`config.mk`:
```
export PLATFORM = sky130hd
export DESIGN_NAME = tps_scheme_logic
export DESIGN_NICKNAME = d
export VERILOG_FILES = /design/src/rtl/tps_pkg.sv /design/src/rtl/tps_sync.sv /design/src/rtl/tps_timer.sv /design/src/rtl/tps_scheme_logic.sv
export SDC_FILE = /design/constraint.sdc
export NUM_CORES = 1
export LEC_CHECK = 0
export BUFFER_PORTS_ARGS = -buffer_cell sky130_fd_sc_hd__buf_2
export CORE_MARGIN = 1.5
export CORE_UTILIZATION = 40
export CTS_CLUSTER_SIZE = 25
export DETAILED_ROUTE_END_ITERATION = 12
export MAX_ROUTING_LAYER = met4
export PLACE_DENSITY = 0.57
export SLEW_MARGIN = 10
export SYNTH_ARGS = -nofsm -noshare
export SYNTH_HDL_FRONTEND = slang
export SYNTH_SLANG_ARGS = --single-unit
```
`constraint.sdc`:
```
create_clock -name pclk -period 2.6 [get_ports pclk]
set_input_delay 0 -clock pclk [delete_from_list [all_inputs] [get_ports pclk]]
set_output_delay 0 -clock pclk [all_outputs]
set_load 0.01 [all_outputs]
```
`src/rtl/tps_pkg.sv`:
```
`default_nettype none
package tps_pkg;
    // ************************************************************
    // Register map
    // ************************************************************
    localparam logic [11:0] TPS_ADDR_CTRL = 12'h000;
    localparam logic [11:0] TPS_ADDR_SEND_PROLONG = 12'h004;
    localparam logic [11:0] TPS_ADDR_FWD_DELAY = 12'h008;
    localparam logic [11:0] TPS_ADDR_MIN_BLOCK = 12'h00c;
    localparam logic [11:0] TPS_ADDR_BLOCK_PROLONG = 12'h010;
    localparam logic [11:0] TPS_ADDR_STATUS = 12'h014;
    localparam logic [11:0] TPS_ADDR_INPUTS = 12'h018;
    // ************************************************************
    // Field layout and reset values
    // ************************************************************
    localparam int TPS_CTRL_SCHEME_LSB = 0;
    localparam int TPS_CTRL_UNDER_OPT_LSB = 4;
    localparam int TPS_TIME_W = 14;
    localparam logic [13:0] TPS_TIME_RESET = 14'h000a;
    localparam logic [13:0] TPS_TIME_MIN = 14'h0001;
    localparam logic [13:0] TPS_TIME_MAX = 14'h2710;
    localparam logic [31:0] TPS_UNMAPPED_DATA = 32'h0000_0000;
    // ************************************************************
    // Time base
    // ************************************************************
    localparam int TPS_CLK_MHZ = 250;
    localparam int TPS_TICK_US = 1000;
    localparam int TPS_TICK_CYCLES = TPS_CLK_MHZ * TPS_TICK_US;
    // ************************************************************
    // Modes
    // ************************************************************
    typedef enum logic [2:0] {
        TPS_OFF = 3'h0,
        TPS_PERM_UNDER = 3'h1,
        TPS_PERM_OVER = 3'h2,
        TPS_DIR_CMP = 3'h3,
        TPS_DIR_BLK = 3'h4,
        TPS_DIRECT_TRIP = 3'h5
    } tps_scheme_e;
    localparam logic TPS_UNDER_PICKUP = 1'b0;
    localparam logic TPS_UNDER_OVERREACH = 1'b1;
endpackage
`default_nettype wire

```
`src/rtl/tps_sync.sv`:
```
`default_nettype none
module tps_sync #(
    parameter int WIDTH = 8
) (
    input wire logic pclk,
    input wire logic presetn,
    input wire logic [WIDTH-1:0] async_in,
    output logic [WIDTH-1:0] sync_out
);
    logic [WIDTH-1:0] meta_r;
    // Only the second stage is read outside
    always_ff @(posedge pclk or negedge presetn) begin
        if (!presetn) begin
            meta_r <= '0;
            sync_out <= '0;
        end else begin
            meta_r <= async_in;
            sync_out <= meta_r;
        end
    end
endmodule
`default_nettype wire

```
`src/rtl/tps_timer.sv`:
```
`default_nettype none
module tps_timer #(
    parameter int W = 14
) (
    input wire logic pclk,
    input wire logic presetn,
    input wire logic tick,
    input wire logic trig,
    input wire logic [W-1:0] preset,
    output logic running
);
    logic [W-1:0] cnt_r;
    // Reloads while trig is high, then counts down on ms ticks
    always_ff @(posedge pclk or negedge presetn) begin
        if (!presetn) begin
            cnt_r <= '0;
        end else if (trig) begin
            cnt_r <= preset;
        end else if (tick && cnt_r != '0) begin
            cnt_r <= cnt_r - W'(1);
        end
    end
    assign running = trig || (cnt_r != '0);
endmodule
`default_nettype wire

```
`src/rtl/tps_scheme_logic.sv`:
```
`default_nettype none
// Overview of operation
// - Scheme select: five teleprotection schemes
// - Off is default; outputs stay low
// - Underreach scheme trip uses pickup or overreach
// - Underreach scheme send on underreach, prolonged
// - Pickup option: receive and started trips
// - Overreach option: receive and overreach trips
// - Overreach scheme send follows overreach start
// - Overreach and comparison send extended by trip
// - Overreach scheme trip needs receive and overreach
// - Comparison send follows forward start
// - Comparison trip: receive and forward start
// - Blocking send on backward start, prolonged
// - Blocking: forward start delayed before trip
// - Blocking: received block suppresses trip
// - Long received block is stretched
// - Intertrip: send underreach, trip on receive
// - Two far-end receive channels
// - Outputs are trip and send
// - Send prolongation 1 ms steps, 10 ms
// - Block min and prolong 1 ms, 10 ms
// - Forward delay 1 ms steps, 10 ms
module tps_scheme_logic
    import tps_pkg::*;
#(
    parameter int TICK_CYCLES = TPS_TICK_CYCLES
) (
    input wire logic pclk,
    input wire logic presetn,
    input wire logic psel,
    input wire logic penable,
    input wire logic pwrite,
    input wire logic [11:0] paddr,
    input wire logic [31:0] pwdata,
    output logic [31:0] prdata,
    output logic pready,
    output logic pslverr,
    input wire logic block_in,
    input wire logic carrier_fail_in,
    input wire logic receive_1_in,
    input wire logic receive_2_in,
    input wire logic forward_start_in,
    input wire logic backward_start_in,
    input wire logic underreach_start_in,
    input wire logic overreach_start_in,
    input wire logic general_start_in,
    input wire logic general_trip_in,
    output logic tele_trip,
    output logic send_signal
);
    // ************************************************************
    // Input synchronisers
    // ************************************************************
    logic [9:0] pins_s;
    tps_sync #(.WIDTH(10)) u_sync (
        .pclk(pclk),
        .presetn(presetn),
        .async_in({block_in, carrier_fail_in, receive_1_in, receive_2_in,
                   forward_start_in, backward_start_in, underreach_start_in,
                   overreach_start_in, general_start_in, general_trip_in}),
        .sync_out(pins_s)
    );
    logic blk_s, cfail_s, rx1_s, rx2_s, fw_s, bw_s, ur_s, or_s, gs_s, gt_s;
    assign {blk_s, cfail_s, rx1_s, rx2_s, fw_s, bw_s, ur_s, or_s, gs_s, gt_s} = pins_s;
    logic rx_any;
    assign rx_any = rx1_s | rx2_s;

    // ************************************************************
    // Settings registers
    // ************************************************************
    tps_scheme_e scheme_r;
    logic under_opt_r;
    logic [TPS_TIME_W-1:0] send_prolong_r, fwd_delay_r, min_block_r, block_prolong_r;

    function automatic logic [TPS_TIME_W-1:0] clamp_time(input logic [31:0] d);
        logic [TPS_TIME_W-1:0] v;
        v = d[TPS_TIME_W-1:0];
        if (d[31:TPS_TIME_W] != '0 || v > TPS_TIME_MAX) begin
            clamp_time = TPS_TIME_MAX;
        end else if (v < TPS_TIME_MIN) begin
            clamp_time = TPS_TIME_MIN;
        end else begin
            clamp_time = v;
        end
    endfunction

    function automatic logic legal_scheme(input logic [2:0] s);
        legal_scheme = (s <= 3'(TPS_DIRECT_TRIP));
    endfunction

    logic wr_en;
    // Write lands only at the edge that completes the transfer
    assign wr_en = psel && penable && pwrite && pready;

    always_ff @(posedge pclk or negedge presetn) begin
        if (!presetn) begin
            scheme_r <= TPS_OFF;
            under_opt_r <= TPS_UNDER_OVERREACH;
            send_prolong_r <= TPS_TIME_RESET;
            fwd_delay_r <= TPS_TIME_RESET;
            min_block_r <= TPS_TIME_RESET;
            block_prolong_r <= TPS_TIME_RESET;
        end else if (wr_en) begin
            unique case (paddr)
                TPS_ADDR_CTRL: begin
                    // Illegal scheme codes are ignored so the block never runs a bad mode
                    if (legal_scheme(pwdata[TPS_CTRL_SCHEME_LSB +: 3])) begin
                        scheme_r <= tps_scheme_e'(pwdata[TPS_CTRL_SCHEME_LSB +: 3]);
                    end
                    under_opt_r <= pwdata[TPS_CTRL_UNDER_OPT_LSB];
                end
                TPS_ADDR_SEND_PROLONG: send_prolong_r <= clamp_time(pwdata);
                TPS_ADDR_FWD_DELAY: fwd_delay_r <= clamp_time(pwdata);
                TPS_ADDR_MIN_BLOCK: min_block_r <= clamp_time(pwdata);
                TPS_ADDR_BLOCK_PROLONG: block_prolong_r <= clamp_time(pwdata);
                default: ;
            endcase
        end
    end

    // ************************************************************
    // Millisecond tick
    // ************************************************************
    logic [17:0] tick_cnt_r;
    logic tick_r;
    always_ff @(posedge pclk or negedge presetn) begin
        if (!presetn) begin
            tick_cnt_r <= '0;
            tick_r <= 1'b0;
        end else if (tick_cnt_r == 18'(TICK_CYCLES - 1)) begin
            tick_cnt_r <= '0;
            tick_r <= 1'b1;
        end else begin
            tick_cnt_r <= tick_cnt_r + 18'h1;
            tick_r <= 1'b0;
        end
    end

    // ************************************************************
    // Timers
    // ************************************************************
    logic ur_prolong, bw_prolong, fw_delayed_run, blk_long_run, blk_stretch;
    logic fw_d_r, blk_qual_r;
    tps_timer #(.W(TPS_TIME_W)) u_ur_prolong (
        .pclk(pclk), .presetn(presetn), .tick(tick_r),
        .trig(ur_s), .preset(send_prolong_r), .running(ur_prolong)
    );
    tps_timer #(.W(TPS_TIME_W)) u_bw_prolong (
        .pclk(pclk), .presetn(presetn), .tick(tick_r),
        .trig(bw_s), .preset(send_prolong_r), .running(bw_prolong)
    );
    // Forward delay: timer reloads while forward start is low and expires after the delay
    tps_timer #(.W(TPS_TIME_W)) u_fw_delay (
        .pclk(pclk), .presetn(presetn), .tick(tick_r),
        .trig(!fw_s), .preset(fwd_delay_r), .running(fw_delayed_run)
    );
    // Minimum block duration measured the same way on the received signal
    tps_timer #(.W(TPS_TIME_W)) u_blk_min (
        .pclk(pclk), .presetn(presetn), .tick(tick_r),
        .trig(!rx_any), .preset(min_block_r), .running(blk_long_run)
    );
    tps_timer #(.W(TPS_TIME_W)) u_blk_stretch (
        .pclk(pclk), .presetn(presetn), .tick(tick_r),
        .trig(blk_qual_r), .preset(block_prolong_r), .running(blk_stretch)
    );

    always_ff @(posedge pclk or negedge presetn) begin
        if (!presetn) begin
            fw_d_r <= 1'b0;
            blk_qual_r <= 1'b0;
        end else begin
            fw_d_r <= fw_s && !fw_delayed_run;
            blk_qual_r <= rx_any && !blk_long_run;
        end
    end

    // ************************************************************
    // Scheme logic
    // ************************************************************
    logic send_nxt, trip_nxt, rx_perm, blk_rx;
    assign rx_perm = rx_any && !cfail_s;
    assign blk_rx = rx_any || blk_stretch;

    always_comb begin
        send_nxt = 1'b0;
        trip_nxt = 1'b0;
        unique case (scheme_r)
            TPS_OFF: ;
            TPS_PERM_UNDER: begin
                send_nxt = ur_prolong;
                if (under_opt_r == TPS_UNDER_PICKUP) begin
                    trip_nxt = rx_perm && gs_s;
                end else begin
                    trip_nxt = rx_perm && or_s;
                end
            end
            TPS_PERM_OVER: begin
                send_nxt = or_s || gt_s;
                trip_nxt = rx_perm && or_s;
            end
            TPS_DIR_CMP: begin
                send_nxt = fw_s || gt_s;
                trip_nxt = rx_perm && fw_s;
            end
            TPS_DIR_BLK: begin
                send_nxt = bw_prolong;
                // Failed channel cannot prove absence of a block
                trip_nxt = fw_d_r && !blk_rx && !cfail_s;
            end
            TPS_DIRECT_TRIP: begin
                send_nxt = ur_s;
                trip_nxt = rx_perm;
            end
        endcase
        if (blk_s) begin
            send_nxt = 1'b0;
            trip_nxt = 1'b0;
        end
    end

    always_ff @(posedge pclk or negedge presetn) begin
        if (!presetn) begin
            send_signal <= 1'b0;
            tele_trip <= 1'b0;
        end else begin
            send_signal <= send_nxt;
            tele_trip <= trip_nxt;
        end
    end

    // ************************************************************
    // APB read side
    // ************************************************************
    always_ff @(posedge pclk or negedge presetn) begin
        if (!presetn) begin
            prdata <= '0;
            pready <= 1'b0;
            pslverr <= 1'b0;
        end else begin
            // One wait state: answer in the cycle after the access phase starts
            pready <= psel && penable && !pready;
            pslverr <= 1'b0;
            prdata <= TPS_UNMAPPED_DATA;
            if (psel && !penable && !pwrite) begin
                unique case (paddr)
                    TPS_ADDR_CTRL: prdata <= {27'h0, under_opt_r, 1'b0, 3'(scheme_r)};
                    TPS_ADDR_SEND_PROLONG: prdata <= {18'h0, send_prolong_r};
                    TPS_ADDR_FWD_DELAY: prdata <= {18'h0, fwd_delay_r};
                    TPS_ADDR_MIN_BLOCK: prdata <= {18'h0, min_block_r};
                    TPS_ADDR_BLOCK_PROLONG: prdata <= {18'h0, block_prolong_r};
                    TPS_ADDR_STATUS: prdata <= {27'h0, blk_stretch, fw_d_r, rx_any,
                                                send_signal, tele_trip};
                    TPS_ADDR_INPUTS: prdata <= {22'h0, pins_s};
                    default: prdata <= TPS_UNMAPPED_DATA;
                endcase
            end else if (psel && penable && !pready) begin
                prdata <= prdata;
            end
        end
    end

    // ************************************************************
    // Checks
    // ************************************************************
    property p_off_quiet;
        @(posedge pclk) disable iff (!presetn)
        scheme_r == TPS_OFF |=> !send_signal && !tele_trip;
    endproperty
    a_off_quiet: assert property (p_off_quiet) else $error("outputs active while off");

    property p_block_quiet;
        @(posedge pclk) disable iff (!presetn)
        blk_s |=> !send_signal && !tele_trip;
    endproperty
    a_block_quiet: assert property (p_block_quiet) else $error("outputs active under block");

    property p_over_send;
        @(posedge pclk) disable iff (!presetn)
        scheme_r == TPS_PERM_OVER && !blk_s && (or_s || gt_s) |=> send_signal;
    endproperty
    a_over_send: assert property (p_over_send) else $error("overreach send missing");

    property p_over_trip;
        @(posedge pclk) disable iff (!presetn)
        scheme_r == TPS_PERM_OVER && !(rx_any && or_s) |=> !tele_trip;
    endproperty
    a_over_trip: assert property (p_over_trip) else $error("overreach trip without cause");

    property p_cfail_perm;
        @(posedge pclk) disable iff (!presetn)
        cfail_s && scheme_r != TPS_OFF |=> !tele_trip;
    endproperty
    a_cfail_perm: assert property (p_cfail_perm) else $error("trip with channel failed");

    property p_inter_trip;
        @(posedge pclk) disable iff (!presetn)
        scheme_r == TPS_DIRECT_TRIP && rx_any && !cfail_s && !blk_s |=> tele_trip;
    endproperty
    a_inter_trip: assert property (p_inter_trip) else $error("intertrip missing");

    property p_blk_suppress;
        @(posedge pclk) disable iff (!presetn)
        scheme_r == TPS_DIR_BLK && rx_any |=> !tele_trip;
    endproperty
    a_blk_suppress: assert property (p_blk_suppress) else $error("trip despite block");

    property p_dir_send;
        @(posedge pclk) disable iff (!presetn)
        scheme_r == TPS_DIR_CMP && !blk_s && fw_s |=> send_signal;
    endproperty
    a_dir_send: assert property (p_dir_send) else $error("forward send missing");
endmodule
`default_nettype wire

```
# [Word-level counts from Yosys, hierarchy flattened]
# Index checks and enable logic that the tools add are counted.
[totals] wordCells=121 n_memories=0 regBits=206 out_inout_bits=36 latch_bits=0 input_bits=59 ram_bits=0 romBits=0
[op_classes] mul=0 div_mod_pow=0 shift=0 magnitude_cmp=3 muxes=22 n_addsub=6 n_eq_ne=15 reduce_logical=53 bitwise_logic=1
[op_table] op="14-bit 2-to-1 mux" count=12
[op_table] op="14-bit one-hot mux with 7 select lines" count=1
[op_table] op="14-bit nonzero test" count=5
[op_table] op="14-bit by 1-bit subtractor with 14-bit output (second input constant)" count=5
[op_table] op="32-bit 2-to-1 mux" count=2
[op_table] op="12-bit by 5-bit equality test with 1-bit output (second input constant)" count=3
[op_table] op="12-bit by 4-bit equality test with 1-bit output (second input constant)" count=2
[op_table] op="1-bit logical AND" count=19
[op_table] op="18-bit by 1-bit adder with 18-bit output (second input constant)" count=1
[op_table] op="18-bit equality test (second input constant)" count=1
[op_table] op="18-bit 2-to-1 mux" count=1
[op_table] op="18-bit nonzero test" count=1
[op_table] op="14-bit greater-than comparator (second input constant)" count=1
[op_table] op="14-bit by 1-bit less-than comparator with 1-bit output (second input constant)" count=1
[op_table] op="12-bit by 3-bit equality test with 1-bit output (second input constant)" count=1
[op_table] op="12-bit logical NOT" count=1
[op_table] op="1-bit one-hot mux with 5 select lines" count=2
[op_table] op="2-bit AND reduction" count=5
[op_table] op="1-bit logical NOT" count=9
[op_table] op="1-bit logical OR" count=9
[op_table] op="3-bit by 2-bit equality test with 1-bit output (second input constant)" count=2
[op_table] op="3-bit equality test (second input constant)" count=2
[op_table] op="2-bit by 1-bit != test with 1-bit output (second input constant)" count=3
[op_table] op="2-bit nonzero test" count=3
[op_table] op="5 further kinds" count=8

# [Logic depth before layout (Yosys ltp)]
[logic_depth] ltp_word=8 mapped_depth=8 ltp_nobuf=7

# [Modules after synthesis]
# From an unflattened synthesis, not the netlist that was laid out.
[hier_totals] cells_unflattened=1101 hier_area_um2=10460.0
[modules_own_cells] module="tps_timer" cells_per_inst=111 instances=5 area_per_inst_um2=1008.5 seq_area_each_um2=350.3
[modules_own_cells] module="tps_scheme_logic" cells_per_inst=526 instances=1 area_per_inst_um2=4917.2 seq_area_each_um2=2463.6
[modules_own_cells] module="tps_sync" cells_per_inst=20 instances=1 area_per_inst_um2=500.5 seq_area_each_um2=500.5

# [Worst setup path after synthesis]
# No wires, ideal clock.
[synth_path] path_type="register to register" start="register u_bw_prolong.cnt_r[0]" end="register u_bw_prolong.cnt_r[12]" arrival_time_ps=2100 path_stages_with_launch=9 setup_ps=125 setup_slack_ps=376 t_required_ps=2475 synth_period_minus_slack_ps=2224 path_buffers=1 cell_sequence="dfrtp_1 -> inv_1 -> ha_1 -> or4b_1 -> or4_1 -> buf_2 -> nand3_1 -> xnor2_1 -> mux2_2"
[synth_between] elab_chain_cells=3 word_cells_on_any_way=6 classes_between="add/sub: 1; mux: 2; reduce/logical: 3"
[synth_rtl] element="start: declaration" line_no="tps_timer.sv:12" rtl="logic [W-1:0] cnt_r;"
[synth_rtl] element="start signal: assignment" line_no="tps_timer.sv:18" rtl="cnt_r <= preset;"
[synth_rtl] element="start signal: assignment" line_no="tps_timer.sv:20" rtl="cnt_r <= cnt_r - W'(1);"
[synth_rtl] element="14-bit by 1-bit subtractor with 14-bit output or 14-bit nonzero test (tied branches)" line_no="tps_timer.sv:20, tps_timer.sv:19"
[synth_rtl] element="14-bit 2-to-1 mux or 1-bit logical AND (tied branches)" line_no="tps_timer.sv:19" rtl="end else if (tick && cnt_r != '0) begin"
[synth_rtl] element="14-bit 2-to-1 mux or 2-bit nonzero test (tied branches)"
# Parallel ways exist; a longest one is shown, timed or not. The select of a mux whose other input is x is not followed.
# A chain may end at the register's enable or synchronous reset.

# [Final worst setup path]
# Ends and elaborated chain as after synthesis.

==> metrics.cfg <==
[sta]
slew_headroom=0.5392
fin_hold_ws_ns=0.08515
maxSlewViolCount=0
fin_worst_skew_ns=0.01223
rsz0062_at_grt=false
fmax_mhz=408.5
finalCritPeriodShare=0.9415
fin_setup_tns_ns=0
setup_ws_ns=0.1521
setup_viol_count_final=0
final_hold_viol_count=0
tightest_slew_ns=0.6848
fin_crit_ns=2.448

[yosys]
ys_types=73
syn_area_per_cell_sq_um=9.100
syn_area_sq_um=9719
yosys_warnings=0
synth_flop_cell=dfrtp_1
synth-edff-count=0
async_flop_share=1.000
synthCells=1068
synth_seq_cells=188
yosysSeqAreaShare=0.4852

[floorplan]
num_rows=56
fp.dieH_um=158.9
pin_count=95
die_width_um=158.9
start_util=0.4104
dieArea_sq_um=25240
core_sq_um=23680

[power]
sw_frac_of_total=0.2832
leakage_uw=0.004873
seqPwrFrac=0.471
power_switching_uw=1891
clkPwrFrac=0.409
p_per_area_nw_per_um2=586.8
combPwrFrac=0.121
power.internal_uw=4785
ir_worst_vdd_mv=0.3650

[place]
place_congestion=0.8741
dp_hpwl_um=20130
dp_cells=1438
placed_cell_area_sq_um=10480
preCtsSetupSlack_ns=0.1647
port_buffers=75

[global_routing]
grt_max_degree=81
first_global_vias=8033
grt_overflow=0
grt_first_pass_wirelength_um=44770
grt_usage=0.2347
antenna_found_initial=0

[route]
drc_errors=0
met3_length_um=1964
ant_nets=0
dr.pass1.iters=5
post_drt_wl_per_cell_um=18.88
route.met2.wl_um=12710
routedLengthMet1_um=13110
via_per_inst=5.626
top_layer_used=met4
drtIter0Drc=728
drt_wl_total_um=28310
route.vias.total=8433

[status]
status=finished, final reports clean

[clocking]
cts_root_buffer=clkbuf_16
htreeDepth=4
cts_resized=0
cts.reportedPaths.clkPinSlew_ns=0.08
cts.sinks=188
clock_latency_ns=0.44
cts_tree=done
post_cts_buffers=0
hold_buffers=29
clk_path_buf_depth=2
cts-buffers-inserted=17

[layout]
fin_nets=1237
final_cell_mix=179 x dfrtp_1, 138 x nand2_1, 123 x nor2_1
diodes=0
drive_above_1_share=0.1508
layout_commonest_cell=dfrtp_1
nFillCells=2312
final_cell_count_no_fill=1499
area_growth_pct=17.04
multi_input_area_sq_um=4628
final_design_area_no_fill_sq_um=11380
seqCellArea_sq_um=4716

[critical_path]
start_kind=flip-flop
r2r-start=u_bw_prolong.cnt_r[0]
worstSetupPathType=reg2reg
cp-end-kind=flip-flop
cp_max_fo=9
cp-startpoint=u_bw_prolong.cnt_r[0]
required_ns=2.93
arrival_ns=2.78

[run]
max_cap_viol_count=0

[min_path]
min_path_type=in2reg
min_from=paddr[0]

-- layout make-up --
| class | count | share of cell area |
|---|---|---|
| Clock inverter | 15 | 0.01562 |
| Timing Repair Buffer | 137 | 0.08326 |
| Tap cell | 319 | 0.03509 |
| Multi-Input combinational cell | 801 | 0.4068 |
| Clock buffer | 17 | 0.03740 |
| Sequential cell | 188 | 0.4145 |
| Inverter | 22 | 0.007259 |
-- state kept, by name (all words and copies together), names as in the netlist, 3 cells and up --
| register | count |
|---|---|
| scheme_r | 3 |
| u_blk_stretch.cnt_r | 14 |
| block_prolong_r | 14 |
| u_blk_min.cnt_r | 14 |
| min_block_r | 14 |
| u_sync.meta_r | 10 |
| tick_cnt_r | 18 |
| prdata | 14 |
| u_sync.sync_out | 10 |
| send_prolong_r | 14 |
| u_bw_prolong.cnt_r | 14 |
| u_fw_delay.cnt_r | 14 |
| u_ur_prolong.cnt_r | 14 |
| fwd_delay_r | 14 |
-- layer usage --
layer / track usage / vias to the layer above
met3: 0.05277 / 47
met1: 0.3259 / 4110
met5: - / -
met2: 0.3447 / 311
met4: 0.06475 / 0
li1: - / 3965
-- synthesized netlist by cell type, types with 6 or more instances --
cell type  instances  area share
nand4_1           11      0.0071
nor2b_1           11      0.0071
mux2_2            11       0.013
nor2_1           123       0.048
xor2_1            24       0.022
o211ai_1          10      0.0077
nand2_1          138       0.053
or4_1             10      0.0077
ha_1              11       0.014
a22oi_1           20       0.015
nand3_1           39       0.020
dfstp_2            9       0.024
nor4_1            26       0.017
dfrtp_1          179        0.46
a32oi_1            7      0.0063
a21oi_1           71       0.037
o21ai_0           93       0.048
or3_1             10      0.0064
buf_4             19       0.015
inv_1             22      0.0085
nor3b_1            7      0.0054
xnor2_1           24       0.022
clkbuf_1          47       0.018
mux2i_1           11       0.011
nor3_1            32       0.016
o31ai_1            6      0.0046
-- through the flow --
step | utilization | power, uW
finish | 0.4803 | 6676
detailed placement | 0.4426 | 3962
global route | 0.4803 | 6978
global placement | 0.4426 | 3955
floorplan | - | 3645
CTS | 0.4803 | 6728
-- path summary, 6_finish.rpt --
check	endpoint	slack, ns	depth (start not counted)
max reg2reg	u_bw_prolong.cnt_r[12]	0.15	7
min	prdata[3]	0.09	3
max in group asynchronous	min_block_r[1]	1.57	3
min in group asynchronous	u_bw_prolong.cnt_r[12]	0.15	2
max	u_bw_prolong.cnt_r[12]	0.15	7
min reg2reg	u_sync.sync_out[0]	0.35	0
-- logic make-up after synthesis --
| logic type | synth area share |
|---|---|
| other cells | 0.0003858 |
| fa+ha+maj | 0.01416 |
| buf+inv | 0.04557 |
| flops | 0.4852 |
| compound gates | 0.1483 |
| mux | 0.03334 |
| xor+xnor | 0.04325 |
| simple gates | 0.2298 |
-- power groups by stage --
stage,sequential [uW],combinational (uW),clock (uW)
detailed placement,3190,768,0
finish,3140,805,2730
global route,3160,897,2920
global placement,3190,763,0
floorplan,3160,483,0
CTS,3140,803,2790
-- critical path, stage by stage (launching register included) --
cell	delay [ns]
dfrtp_1	0.38
inv_1	0.11
ha_1	0.18
or4b_1	0.46
or4_1	0.73
nand3_1	0.16
xnor2_1	0.07
mux2_2	0.25
Power figures use the tool's default switching activity.
